### config.mk
export PLATFORM = sky130hd
export DESIGN_NAME = rate_gen
export DESIGN_NICKNAME = d
export VERILOG_FILES = /design/src/hw/rate_gen_pkg.sv /design/src/hw/rate_prescaler.sv /design/src/hw/rate_quarter_div.sv /design/src/hw/rate_gen.sv
export VERILOG_INCLUDE_DIRS = /design/src /design/src/hw
export SDC_FILE = /design/constraint.sdc
export NUM_CORES = 1
export LEC_CHECK = 0
export BUFFER_PORTS_ARGS = -buffer_cell sky130_fd_sc_hd__buf_2
export CORE_ASPECT_RATIO = 0.8
export CORE_MARGIN = 3
export CORE_UTILIZATION = 56
export DETAILED_ROUTE_END_ITERATION = 16
export GPL_TIMING_DRIVEN = 0
export PLACE_DENSITY = 0.75
export SYNTH_ARGS = -nofsm -noshare
export SYNTH_HDL_FRONTEND = slang
export SYNTH_SLANG_ARGS = --single-unit
export TNS_END_PERCENT = 100
### constraint.sdc
create_clock -name clk_in -period 2.3 [get_ports clk_in]
set_clock_uncertainty 0.15 [all_clocks]
set_input_delay 0.115 -clock clk_in [delete_from_list [all_inputs] [get_ports clk_in]]
set_output_delay 0.115 -clock clk_in [all_outputs]
set_load 0.05 [all_outputs]
### src/hw/rate_gen_defs.svh
// register offsets, field positions, reset values and timing figures
// of the serial rate clock generator; definitions only
`ifndef RATE_GEN_DEFS_SVH
`define RATE_GEN_DEFS_SVH

// register offsets on the plain register port
`define RG_ADDR_W 2
`define RG_OFF_PRESCALE_SELECT 2'h0
`define RG_OFF_RELOAD_VALUE 2'h1
`define RG_OFF_SERIAL_MODE 2'h2
`define RG_OFF_STATUS 2'h3

// prescale select fields
`define RG_PS_CODE_LSB 0
`define RG_PS_CODE_MSB 1
`define RG_PS_ENABLE_BIT 2

// serial mode control one fields
`define RG_SM_CLK_SEL_BIT 0

// reset values
`define RG_RESET_PRESCALE 8'h00
`define RG_RESET_RELOAD 8'h00
`define RG_RESET_MODE 8'h00

// serial port internal division
`define RG_SERIAL_DIV 4
`define RG_MIN_RELOAD 8'h02

`endif

### src/hw/rate_gen_pkg.sv
// types shared by the serial rate clock generator files
// assumes the constants header is included by the design files
package rate_gen_pkg;

    typedef logic [7:0] byte_t;

    // prescale code encodings
    typedef enum logic [1:0] {
        PS_DIV1 = 2'h0,
        PS_DIV2 = 2'h1,
        PS_DIV4 = 2'h2,
        PS_DIV8 = 2'h3
    } prescale_code_t;

    // rate counter states, gray along idle -> load -> run
    typedef enum logic [1:0] {
        ST_IDLE = 2'h0,
        ST_LOAD = 2'h1,
        ST_RUN = 2'h3
    } rate_state_t;

endpackage

### src/hw/rate_prescaler.sv
// input prescaler: divides the selected source tick by 1, 2, 4 or 8
// assumes src_tick_in is a one-cycle pulse on clk_in
`timescale 1ns/1ns
`default_nettype none

module rate_prescaler
    import rate_gen_pkg::*;
(
    // clock and reset
    input wire logic clk_in,
    input wire logic rst_in,
    // control
    input wire logic run_in,
    input wire prescale_code_t code_in,
    input wire logic src_tick_in,
    // output
    output logic tick_out
);

    typedef struct packed {
        logic [2:0] cnt;
        logic tick;
    } pre_state_t;

    pre_state_t s_q;
    pre_state_t s_d;
    logic [2:0] limit;

    // divide ratio minus one from the code
    always_comb begin
        case (code_in)
            PS_DIV1: limit = 3'h0;
            PS_DIV2: limit = 3'h1;
            PS_DIV4: limit = 3'h3;
            PS_DIV8: limit = 3'h7;
            default: limit = 3'h0;
        endcase
    end

    // count source ticks; restarts whenever the generator is stopped
    always_comb begin
        s_d = s_q;
        s_d.tick = 1'b0;
        if (!run_in) begin
            s_d.cnt = 3'h0;
        end else if (src_tick_in) begin
            if (s_q.cnt >= limit) begin
                s_d.cnt = 3'h0;
                s_d.tick = 1'b1;
            end else begin
                s_d.cnt = s_q.cnt + 3'h1;
            end
        end
    end

    always_ff @(posedge clk_in or posedge rst_in) begin
        if (rst_in) begin
            s_q <= '0;
        end else begin
            s_q <= s_d;
        end
    end

    assign tick_out = s_q.tick;

endmodule

`default_nettype wire

### src/hw/rate_quarter_div.sv
// serial port side divider: turns rate clock pulses into bit ticks
// one bit tick per four rate clock pulses, as the serial port does
`timescale 1ns/1ns
`default_nettype none
`include "rate_gen_defs.svh"

module rate_quarter_div
    import rate_gen_pkg::*;
(
    // clock and reset
    input wire logic clk_in,
    input wire logic rst_in,
    // input pulses
    input wire logic run_in,
    input wire logic pulse_in,
    // bit tick
    output logic tick_out
);

    typedef struct packed {
        logic [1:0] cnt;
        logic tick;
    } quarter_state_t;

    quarter_state_t s_q;
    quarter_state_t s_d;

    // four pulses per bit tick
    always_comb begin
        s_d = s_q;
        s_d.tick = 1'b0;
        if (!run_in) begin
            s_d.cnt = 2'h0;
        end else if (pulse_in) begin
            s_d.cnt = s_q.cnt + 2'h1;
            s_d.tick = (s_q.cnt == 2'(`RG_SERIAL_DIV - 1));
        end
    end

    always_ff @(posedge clk_in or posedge rst_in) begin
        if (rst_in) begin
            s_q <= '0;
        end else begin
            s_q <= s_d;
        end
    end

    assign tick_out = s_q.tick;

endmodule

`default_nettype wire

### src/hw/rate_gen.sv
// How it works
// source clock is the shared prescaler tick or the machine clock
// divided rate clock goes to the serial channel as its shift source
// serial port uses the generator output when its clock select picks it
// serial port divides by four; total is prescale times reload times four
// exact integer division keeps the rate within three percent
// prescale code 00,01,10,11 divides by 1,2,4,8
// writing enable one loads the reload value and starts the rate clock
// writing enable zero halts the rate clock
// upper five prescale select bits read zero, writes ignored
// reload register sets the down-counter period
// software stops the serial port before changing the reload value
// software keeps the reload value within 0x02 to 0xff
// down-counter counts prescaled ticks, pulses on expiry and reloads
//
// top of the serial rate clock generator, one channel
// assumes a plain register port with read data one cycle after the strobe
`timescale 1ns/1ns
`default_nettype none
`include "rate_gen_defs.svh"

module rate_gen
    import rate_gen_pkg::*;
(
    // clock and reset
    input wire logic clk_in,
    input wire logic rst_in,
    // register port
    input wire logic [`RG_ADDR_W-1:0] addr_in,
    input wire logic [7:0] wdata_in,
    input wire logic wr_in,
    input wire logic rd_in,
    output logic [7:0] rdata_out,
    // source clock selection and shared prescaler tick
    input wire logic src_sel_in,
    input wire logic shared_tick_in,
    // serial port clocks
    input wire logic alt_clock_in,
    output logic rate_clock_out,
    output logic serial_clock_out,
    output logic bit_tick_out
);

    typedef struct packed {
        logic enable;
        logic [1:0] code;
        byte_t reload;
        logic clk_sel;
        byte_t count;
        rate_state_t state;
        logic rate_pulse;
        logic serial_clk;
        logic bit_tick;
        byte_t rdata;
    } gen_state_t;

    gen_state_t s_q;
    gen_state_t s_d;
    logic src_tick;
    logic pre_tick;
    logic quarter_tick;
    logic running;

    ////////////////////////////////////////////////////////////////////
    // source selection: machine clock ticks every cycle
    assign src_tick = src_sel_in ? shared_tick_in : 1'b1;
    assign running = (s_q.state == ST_RUN);

    rate_prescaler u_prescaler (
        .clk_in(clk_in),
        .rst_in(rst_in),
        .run_in(running),
        .code_in(prescale_code_t'(s_q.code)),
        .src_tick_in(src_tick),
        .tick_out(pre_tick)
    );

    rate_quarter_div u_quarter (
        .clk_in(clk_in),
        .rst_in(rst_in),
        .run_in(running),
        .pulse_in(s_q.rate_pulse),
        .tick_out(quarter_tick)
    );

    ////////////////////////////////////////////////////////////////////
    // register writes, counter and read mux in one next-state process
    always_comb begin
        s_d = s_q;
        s_d.rate_pulse = 1'b0;
        // register writes
        if (wr_in) begin
            case (addr_in)
                `RG_OFF_PRESCALE_SELECT: begin
                    s_d.enable = wdata_in[`RG_PS_ENABLE_BIT];
                    s_d.code = wdata_in[`RG_PS_CODE_MSB:`RG_PS_CODE_LSB];
                end
                `RG_OFF_RELOAD_VALUE: begin
                    s_d.reload = wdata_in;
                end
                `RG_OFF_SERIAL_MODE: begin
                    s_d.clk_sel = wdata_in[`RG_SM_CLK_SEL_BIT];
                end
                default: begin
                end
            endcase
        end
        // counter sequencing
        case (s_q.state)
            ST_IDLE: begin
                if (s_q.enable) begin
                    s_d.state = ST_LOAD;
                end
            end
            ST_LOAD: begin
                s_d.count = s_q.reload;
                s_d.state = s_q.enable ? ST_RUN : ST_IDLE;
            end
            ST_RUN: begin
                if (!s_q.enable) begin
                    s_d.state = ST_IDLE;
                end else if (pre_tick) begin
                    // reload values below two are not valid for the serial port
                    if (s_q.count <= 8'h01) begin
                        s_d.count = s_q.reload;
                        s_d.rate_pulse = 1'b1;
                    end else begin
                        s_d.count = s_q.count - 8'h01;
                    end
                end
            end
            default: begin
                s_d.state = ST_IDLE;
            end
        endcase
        // every write of enable one restarts with a fresh load, even when running
        if (wr_in && addr_in == `RG_OFF_PRESCALE_SELECT && wdata_in[`RG_PS_ENABLE_BIT]) begin
            s_d.state = ST_LOAD;
        end
        // serial clock: rate clock only when selected
        s_d.serial_clk = s_q.clk_sel ? s_q.rate_pulse : alt_clock_in;
        s_d.bit_tick = s_q.clk_sel & quarter_tick;
        // read data, valid the cycle after the strobe
        s_d.rdata = 8'h00;
        if (rd_in) begin
            case (addr_in)
                `RG_OFF_PRESCALE_SELECT:
                    s_d.rdata = {5'h00, s_q.enable, s_q.code};
                `RG_OFF_RELOAD_VALUE: s_d.rdata = s_q.reload;
                `RG_OFF_SERIAL_MODE: s_d.rdata = {7'h00, s_q.clk_sel};
                `RG_OFF_STATUS: s_d.rdata = s_q.count;
                default: s_d.rdata = 8'h00;
            endcase
        end
    end

    ////////////////////////////////////////////////////////////////////
    // state register
    always_ff @(posedge clk_in or posedge rst_in) begin
        if (rst_in) begin
            s_q <= '0;
        end else begin
            s_q <= s_d;
        end
    end

    // outputs straight from flip-flops
    assign rate_clock_out = s_q.rate_pulse;
    assign serial_clock_out = s_q.serial_clk;
    assign bit_tick_out = s_q.bit_tick;
    assign rdata_out = s_q.rdata;

endmodule

`default_nettype wire

==> impl_metrics.json, run 1 <==
{
  "cp_max_fo": 10,
  "vias": 1483,
  "status": "completed",
  "postCtsSetupBuffers": 0,
  "die_y_um": 59.55,
  "syn_area_per_cell_um2": 10.91,
  "cp.required_ns": 2.31,
  "stdcell_count": 269,
  "vias_per_cell": 5.513,
  "first_iter_violations": 98,
  "dp.cells": 250,
  "postCtsResizedCells": 0,
  "fin_crit_sh_pct": 92.33,
  "antennaDiodeCount": 0,
  "worst_slew_pin_slew_ns": 0.8297,
  "power_density_nw_per_um2": 930.5,
  "cts.sinks": 40,
  "root_buffer": "clkbuf_8",
  "mostFrequentLayoutCells": "dfrtp_1, buf_2, nand2_1",
  "clock_path_buffers": 2,
  "max_freq_mhz": 470.9,
  "io_pins": 28,
  "placementRows": 18,
  "min_from": "shared_tick_in",
  "leakagePower_nw": 1.144,
  "setup_tns_ns": 0,
  "initial_core_util_pct": 61.46,
  "layout_commonest_cell": "dfrtp_1",
  "worstPathArrival_ns": 2.13,
  "critPathKind": "reg -> reg",
  "grt_overflow": 0,
  "ys_ff_latch": 40,
  "start_kind": "flop",
  "synth_cells": 184,
  "seq_area_frac_synth_pct": 49.88,
  "report.final.hold_viol_count": 0,
  "hold_path.class": "in -> reg",
  "grt_max_degree": 41,
  "grt_pass1_vias": 1387,
  "drc": 0,
  "nets": 252,
  "async_flop_share_pct": 100.0,
  "first_pass_iters": 4,
  "fin_area_um2": 2419,
  "antenna_found_initial": 0,
  "htree_levels": 2,
  "cts_tree": "yes",
  "startpoint": "s_q[13]",
  "hpwl_um": 2758,
  "r2r_start": "s_q[13]",
  "finalWirelength_um": 3912,
  "place_area_um2": 2187,
  "hold_buffers": 11,
  "die_area_um2": 4343,
  "clk_pin_slew_ns": 0.08,
  "drive_gt1_share_pct": 27.51,
  "ys_types": 38,
  "synth_edf_count": 0,
  "grt_use_total_pct": 20.18,
  "rsz0062_at_grt": "no",
  "maxSlewViolCount": 0,
  "cts-buffers-inserted": 5,
  "slew_headroom_pct": 44.61,
  "whs_ns": 0.005478,
  "period_needed_ns": 2.124,
  "syn2layout_area_growth_pct": 20.51,
  "ir_drop_v": 0.0006343,
  "setup_viol": 0,
  "power_mw": 2.250,
  "synth_ff_type": "dfrtp_1",
  "coreArea_um2": 3266,
  "drv_cap": 0,
  "endpoint_kind": "flop",
  "ant_nets": 0,
  "die_w_um": 72.93,
  "syn-num-nets": 208,
  "wire_per_inst_um": 14.54,
  "clock_latency_ns": 0.29,
  "gp_congestion": 0.8155,
  "r2r_slack_ns": 0.18,
  "ys_warn_count": 0,
  "grt_pass1_wl_um": 6520,
  "syn_area_um2": 2007,
  "port_buffers": 26
}
-- cell usage after synthesis (2+ instances only) --
cell type	count	area share, %
a21oi_1	8	2.0
a22oi_1	2	0.75
a2bb2oi_1	4	1.7
and2_1	5	1.6
and3_1	2	0.62
buf_2	2	0.50
buf_4	8	3.0
dfrtp_1	40	50
ha_1	7	4.4
inv_1	9	1.7
mux2_2	11	6.2
mux2i_1	11	5.5
nand2_1	13	2.4
nand2b_1	2	0.62
nand3_1	9	2.2
nand3b_1	3	1.1
nor2_1	10	1.9
nor2b_1	4	1.2
nor3_1	3	0.75
nor3b_1	2	0.75
o211ai_1	2	0.75
o21ai_0	11	2.7
-- logic make-up after synthesis --
group,count (synthesis),synth area share [%]
AND/OR/NAND/NOR,58,15.09
flip-flops,40,49.88
AO/OA/AOI/OAI,35,12.10
multiplexers,23,12.78
buffers and inverters,20,5.361
adder cells (fa/ha/maj),7,4.364
XOR/XNOR,1,0.4365
-- routing by layer --
| layer | up-vias | wire [um] | GRT usage, % |
|---|---|---|---|
| met4 | 0 | 54 | 6.316 |
| met5 | - | 0 | 0 |
| met1 | 685 | 1798 | 28.87 |
| met2 | 58 | 1734 | 30.33 |
| met3 | 8 | 325 | 5.085 |
| li1 | 732 | - | - |
-- final cells by class --
cell class | count | area, um2
sequential | 40 | 1001
multi-input combinational | 124 | 898.4
fill | 230 | 847.1
timing repair buffer | 37 | 240.2
clock buffer | 6 | 82.58
buffer | 11 | 73.82
tap | 40 | 50.05
clock inverter | 2 | 38.79
inverter | 9 | 33.78
-- worst max-delay path: stages (launching register included) --
cell,delay (ns)
dfrtp_1,0.47
inv_1,0.11
ha_1,0.31
o21ba_4,0.28
a31oi_4,0.35
mux2i_1,0.24
a2bb2oi_1,0.08
-- power breakdown --
part           switching, mW  total, mW  leakage [nW]  internal [mW]
registers              0.155      0.994         0.506          0.839
clock network          0.251      0.605        0.0614          0.355
logic                  0.363      0.651         0.576          0.288
-- stage by stage --
step / setup WS (ns) / util, %
finish: 0.1764 / 74.06
global route: 0.06802 / 74.06
CTS: 0.1898 / 74.06
floorplan: 0.4639 / -
detailed placement: 0.2176 / 66.97
global placement: 0.2610 / 66.97
-- registers in the layout, indices dropped and copies added (netlist names) --
name / flops
bit_tick_out: 1
rate_clock_out: 1
rdata_out: 8
s_q: 22
serial_clock_out: 1
u_prescaler.s_q: 3
u_prescaler.tick_out: 1
u_quarter.s_q: 2
u_quarter.tick_out: 1
-- path summary, 6_finish.rpt --
check / end / cells after the start
min in group asynchronous: rdata_out[0] / 3
max in group asynchronous: s_q[18] / 3
min: u_prescaler.s_q[3] / 4
max: s_q[17] / 6
min reg2reg: bit_tick_out / 1
max reg2reg: s_q[17] / 6
No activity file was read; power rests on OpenSTA's default activity.
==> run 2: changes to the inputs <==
==> constraint.sdc (replaced) <==
create_clock -name clk_in -period 2.2 [get_ports clk_in]
set_clock_uncertainty 0.15 [all_clocks]
set_input_delay 0.11 -clock clk_in [delete_from_list [all_inputs] [get_ports clk_in]]
set_output_delay 0.11 -clock clk_in [all_outputs]
set_load 0.05 [all_outputs]
==> run 2 against run 1 <==
  * Final cell count increased by 0.37%
  * Setup slack got worse by 0.051 ns
  * Critical path depth unchanged
  * Via count is 0.88% higher
  * Core utilization grew 0.34 points
  * Combinational power increased by 4.9%
  * Register-to-register slack lost 0.05 ns
==> impl_metrics.json, run 2 (same netlist as run 1, synthesis figures left out) <==
{
  "r2r-end": "s_q[17]",
  "slew_headroom_pct": 45.03,
  "ant_nets": 0,
  "hold_depth": 3,
  "leakagePower_nw": 1.147,
  "regMostFlops": "s_q",
  "startpoint": "s_q[14]",
  "setup_viol": 0,
  "status": "completed",
  "cts-buffers-inserted": 5,
  "die_y_um": 59.55,
  "r2r_start": "s_q[14]",
  "power_frac_seq_pct": 44.1,
  "vias_per_cell": 5.541,
  "worstPathArrival_ns": 2.09,
  "r2r_slack_ns": 0.13,
  "finalWirelength_um": 3928,
  "endpoint_kind": "flop",
  "grt_pass1_wl_um": 6534,
  "grt_pass1_vias": 1390,
  "hpwl_um": 2758,
  "ir_drop_v": 0.0006636,
  "hold_path.class": "in -> reg",
  "die_area_um2": 4343,
  "nets": 253,
  "setup_tns_ns": 0,
  "cts.sinks": 40,
  "largest_reg_flops": 22,
  "max_stage_delay_ns": 0.45,
  "layout_commonest_cell": "dfrtp_1",
  "worst_slew_pin_slew_ns": 0.8234,
  "drc": 0,
  "die_w_um": 72.93,
  "placementRows": 18,
  "path_cells": "inv_1, ha_1, o21ba_4, a31oi_4, mux2i_1, a2bb2oi_1",
  "antenna_found_initial": 0,
  "start_kind": "flop",
  "clk_pin_slew_ns": 0.08,
  "grt_max_degree": 41,
  "fillers": 230,
  "worst_path_max_delay_cell": "dfrtp_1",
  "p_int_mw": 1.552,
  "vias": 1496,
  "htree_levels": 2,
  "antennaDiodeCount": 0,
  "syn2layout_area_growth_pct": 21.07,
  "power_density_nw_per_um2": 970.4,
  "cp_num_buf_inv": 1,
  "maxSlewViolCount": 0,
  "rsz0062_at_grt": "no",
  "fin_crit_sh_pct": 94.31,
  "coreArea_um2": 3266,
  "whs_ns": 0.03207,
  "critPathKind": "reg -> reg",
  "period_needed_ns": 2.075,
  "drv_cap": 0,
  "cp_top_family": "compound AO/OA/AOI/OAI gates",
  "clock_latency_ns": 0.30,
  "port_buffers": 26,
  "first_pass_iters": 5,
  "max_freq_mhz": 482.0,
  "grt_overflow": 0,
  "pwr-share-clk_pct": 26.9,
  "drive_gt1_share_pct": 27.83,
  "mostFrequentLayoutCells": "dfrtp_1, buf_2, nand2_1",
  "report.final.hold_viol_count": 0,
  "clock_path_buffers": 2,
  "worst_hold_path.endpoint": "s_q[21]",
  "io_pins": 28,
  "first_iter_violations": 83,
  "root_buffer": "clkbuf_8",
  "switching_power_mw": 0.8054,
  "postCtsSetupBuffers": 0,
  "gp_congestion": 0.8155,
  "reg2reg_depth": 6,
  "initial_core_util_pct": 61.46,
  "p_sw_share_pct": 34.16,
  "power.combinational.fraction_pct": 29.0,
  "cts_tree": "yes",
  "grt_use_total_pct": 20.22,
  "min_from": "wr_in",
  "cp.required_ns": 2.21,
  "wire_per_inst_um": 14.55,
  "cp_max_fo": 10
}
## run 2: cell count changes in the layout (fill, tap and decap cells not counted)
cell           previous run  this run
dlygate4sd3_1            11        12
dfrtp_1                  40        39
dfrtp_2                   0         1
## run 2: timing repair
item                                    CTS  global route
endpoints found under the setup margin    0             5
endpoints found under the hold margin    58             0
gates resized for setup                   0             1
hold buffers                             12             0
## run 2: tightest hold or removal path, delay by kind of cell
kind / cells / cell delay, ns
AND/OR/NAND/NOR: 1 / 0.08
buffers and inverters: 1 / 0.11
multiplexers: 1 / 0.15
## run 2: power by group through the flow
stage,sequential [mW],clock [mW],combinational (mW)
2_1_floorplan,1.01,0,0.533
3_3_place_gp,1.04,0,0.636
3_5_place_dp,1.05,0,0.658
4_1_cts,1.04,0.646,0.682
5_1_grt,1.07,0.683,0.751
6_report,1.04,0.634,0.683
## run 2: final cells by class
type | instances | area (um2) | share of cell area (%)
Sequential cell | 40 | 1002 | 41.25
Clock buffer | 6 | 82.58 | 3.399
Tap cell | 40 | 50.05 | 2.060
Multi-Input combinational cell | 124 | 898.4 | 36.97
Buffer | 11 | 73.82 | 3.038
Clock inverter | 2 | 38.79 | 1.596
Inverter | 9 | 33.78 | 1.390
Timing Repair Buffer | 38 | 250.2 | 10.30
## run 2: worst max-delay path by stage
stage,to,slack [ns],cells past startpoint
global route,s_q[17],0.02,6
detailed placement,s_q[19],0.12,6
global placement,s_q[18],0.16,6
floorplan,s_q[17],0.36,6
finish,s_q[17],0.13,6
CTS,s_q[18],0.09,6
## run 2: per-layer routing
layer | GRT usage [%] | up-vias | routed length [um]
li1 | - | 735 | -
met1 | 28.98 | 696 | 1829
met2 | 30.33 | 57 | 1740
met3 | 5.085 | 8 | 303
met4 | 6.316 | 0 | 54
met5 | 0 | - | 0
## run 2: stage by stage
step	instances	total power, mW	utilization (%)	cell area [um2]	setup WS, ns
after detailed placement	250	1.709	66.97	2187	0.1176
after CTS	270	2.365	74.37	2429	0.08978
final	270	2.358	74.41	2430	0.1252
after global placement	250	1.675	66.97	2187	0.1610
after floorplan	184	1.545	-	2007	0.3639
after global routing	270	2.500	74.41	2430	0.01507
